<file path="config.mk">
export PLATFORM = sky130hd
export DESIGN_NAME = cbfc_checksum
export DESIGN_NICKNAME = d
export VERILOG_FILES = /design/src/rtl/cbfc_checksum.sv
export SDC_FILE = /design/constraint.sdc
export NUM_CORES = 1
export LEC_CHECK = 0
export ABC_AREA = 1
export BUFFER_PORTS_ARGS = -buffer_cell sky130_fd_sc_hd__buf_2
export CORE_AREA = 2 2 39 41
export DETAILED_ROUTE_END_ITERATION = 16
export DIE_AREA = 0 0 41 43
export PLACE_DENSITY = 0.68
export SETUP_SLACK_MARGIN = 0.02
export SKIP_CTS_REPAIR_TIMING = 1
export SLEW_MARGIN = 20
export SYNTH_ARGS = -nofsm -noshare
export SYNTH_HDL_FRONTEND = slang
export SYNTH_SLANG_ARGS = --single-unit
</file>
<file path="constraint.sdc">
create_clock -name clk -period 2 [get_ports clk]
set_input_delay 0.1 -clock clk [delete_from_list [all_inputs] [get_ports clk]]
set_output_delay 0.1 -clock clk [all_outputs]
set_load 0.02 [all_outputs]
</file>
<file path="src/rtl/cbfc_checksum.sv">
`timescale 1ns/1ps
module cbfc_checksum (
   // Clock and reset
   input wire logic clk,
   input wire logic sys_rst,
   // Bit stream
   input wire logic bitValid,
   input wire logic clear,
   input wire logic bitIn,
   // Running byte-wise parity
   output logic [7:0] sum
);
   logic [2:0] pos_ff;
   logic [7:0] sum_ff;
   logic [2:0] basePos;
   logic [7:0] baseSum;
   assign basePos = clear ? 3'h0 : pos_ff;
   assign baseSum = clear ? 8'h00 : sum_ff;
   // Each bit folds into its column, first bit of a byte at the top
   always_ff @(posedge clk) begin
      if (sys_rst) begin
         pos_ff <= 3'h0;
         sum_ff <= 8'h00;
      end else if (bitValid) begin
         pos_ff <= 3'(basePos + 3'h1);
         sum_ff <= baseSum ^ (8'({bitIn, 7'h00}) >> basePos);
      end
   end
   assign sum = sum_ff;
endmodule // cbfc_checksum

</file>
==> qor.csv <==
stage;metric;value;unit
detailed_routing;vias_per_cell;4.81;
floorplanning;start_util;0.430;
detailed_routing;routed_wl;1200;um
yosys;ys_ff_latch;11;
cells_and_area;multi_input_area;309;um^2
detailed_routing;wl_per_cell;9.19;um
pwr;peakVddDrop;0.286;mV
grt;grt_pass1_vias;499;
floorplanning;die_h;43;um
clock_network;clock_latency;0.28;ns
yosys;ys_warn_count;0;
cells_and_area;areaGrowthSynthToFinish;17.0;%
clock_network;cts_max_level;1;
hold_path;min_from;bitValid;
yosys;syn_area_per_cell;6.02;um^2
pwr;leakage;0.343;nW
cells_and_area;drive_gt1_frac;0.184;
clock_network;cts_buffer_depth;2;
pwr;pwr_density_cell;627;nW/um^2
cells_and_area;mostFrequentLayoutCells;nand2_1, nor2_1, inv_1;
detailed_routing;drc;0;
cells_and_area;seq_area;220;um^2
cells_and_area;final_nets;120;
floorplanning;fp.dieW;41;um
detailed_routing;drtIter0Drc;20;
sta;fin_crit_sh;0.529;
setup_path;path_max_fanout;6;
clock_network;clk_pin_slew;0.08;ns
clock_network;cts_sinks;11;
clock_network;cts_tree;yes;
setup_path;critPathArrivalTime;1.23;ns
setup_path;critPathKind;reg -> reg;
sta;max_freq;0.945;GHz
setup_path;r2r_start;pos_ff[1]$_SDFFE_PP0P_;
grt;antenna_found_initial;0;
sta;slew_headroom;0.788;
placed_design;place_hpwl;901;um
placed_design;place_congestion;0.887;
setup_path;crit_start;pos_ff[1]$_SDFFE_PP0P_;
cells_and_area;fill_cells;153;
detailed_routing;dr.max_layer_used;met4;
sta;fin_tns_setup;0;ns
sta;finalHoldViolations;0;
grt;grt_util_all_layers;0.172;
outcome;status;finished clean;
setup_path;required;2.17;ns
setup_path;cp-start-kind;register;
grt;grt_max_degree;12;
cells_and_area;utilization;0.504;
grt;grt_overflow_total;0;
sta;tightest_slew;0.318;ns
floorplanning;die_area;1760;um^2
detailed_routing;wl_met1;561;um
yosys;synth_area;596;um^2
yosys;synth.net_count;104;
detailed_routing;dr.pass1.iters;4;
setup_path;endpoint_kind;register;
hold_path;hold_class;in -> reg;
yosys;synth.yosys.seq_area_share;0.370;
detailed_routing;dr_wl_met2;520;um
grt;grt_pass1_wl;2010;um
placed_design;numPortBuffers;12;
floorplanning;fp-row-count;14;
sta;rsz0062_at_grt;false;
detailed_routing;vias;625;
sta;finalSetupViolCount;0;
detailed_routing;ant_nets;0;
run;maxCapViolCount;0;
cells_and_area;antenna_cells;0;
clock_network;cts_buffers;3;
sta;finalClockSkew;0.00957;ns
clock_network;cts_root_buffer;clkbuf_4;
yosys;ys_types;17;
floorplanning;coreArea;1380;um^2
yosys;synth_cells;99;
detailed_routing;met3_length;70;um
sta;drv_slew;0;
floorplanning;ios;13;
sta;min_period;1.06;ns
## through the flow
step	setup slack, ns	power [W]	hold WS (ns)	instances	cell area, um^2
after global routing	0.833	0.000460	0.108	130	697
after global placement	0.985	0.000282	0.379	126	671
after CTS	0.956	0.000445	0.0867	130	697
after floorplan	1.10	0.000267	0.200	99	596
after detailed placement	0.977	0.000282	0.392	126	671
final	0.942	0.000437	0.0915	130	697
## synth_stat cells, drive strengths merged
library cell	count	area (um^2)
inv	15	56.3
nand4	2	12.5
nor3b	1	7.51
clkinv	1	5.00
o21ai	6	30.0
nand3	6	30.0
buf	1	5.00
a21oi	4	23.8
dfxtp	11	220
a31oi	1	6.26
nand2	25	96.4
nor2	26	103
## worst max-delay path, stage by stage, from the launching register on
cell and delay [ns]:
dfxtp_1 0.44, nand4_1 0.18, nor2_1 0.16, nand2_1 0.07
nand2_1 0.05, nor2_1 0.04
## power breakdown
group	internal, W	total (W)	switching, W	leakage [nW]
registers	0.000224	0.000230	0.00000573	0.0893
logic	0.0000152	0.0000473	0.0000321	0.239
clock network	0.0000775	0.000160	0.0000824	0.0150
total	0.000317	0.000437	0.000120	0.343
## final cells by class
cell class                 count  share of cell area
inverter                      16              0.0880
multi-input combinational     71               0.443
tap                           16              0.0287
clock buffer                   4              0.0377
sequential                    11               0.316
timing repair buffer          12              0.0862
## final timing paths
check / slack [ns] / cells past startpoint / endpoint
setup reg to reg: 0.94 / 5 / sum[4]$_SDFFE_PP0P_
hold / removal: 0.09 / 2 / pos_ff[0]$_SDFFE_PP0P_
setup / recovery: 0.94 / 5 / sum[4]$_SDFFE_PP0P_
hold reg to reg: 0.51 / 3 / sum[2]$_SDFFE_PP0P_
## sequential cells by signal, indices dropped and copies added, names as in the netlist
register  count
pos_ff        3
sum           8
## kinds of logic after synthesis
family                 Yosys count  synth area share
AOI/OAI and AO/OA               11             0.101
buffers and inverters           17             0.111
DFF                             11             0.370
and+or+nand+nor                 60             0.418
## routing by layer
metal,up-vias,track usage
met5,-,0
met4,0,0.140
met3,5,0.0471
met2,19,0.231
met1,265,0.218
li1,336,-
Note: power is estimated with default switching activity, not from simulation.
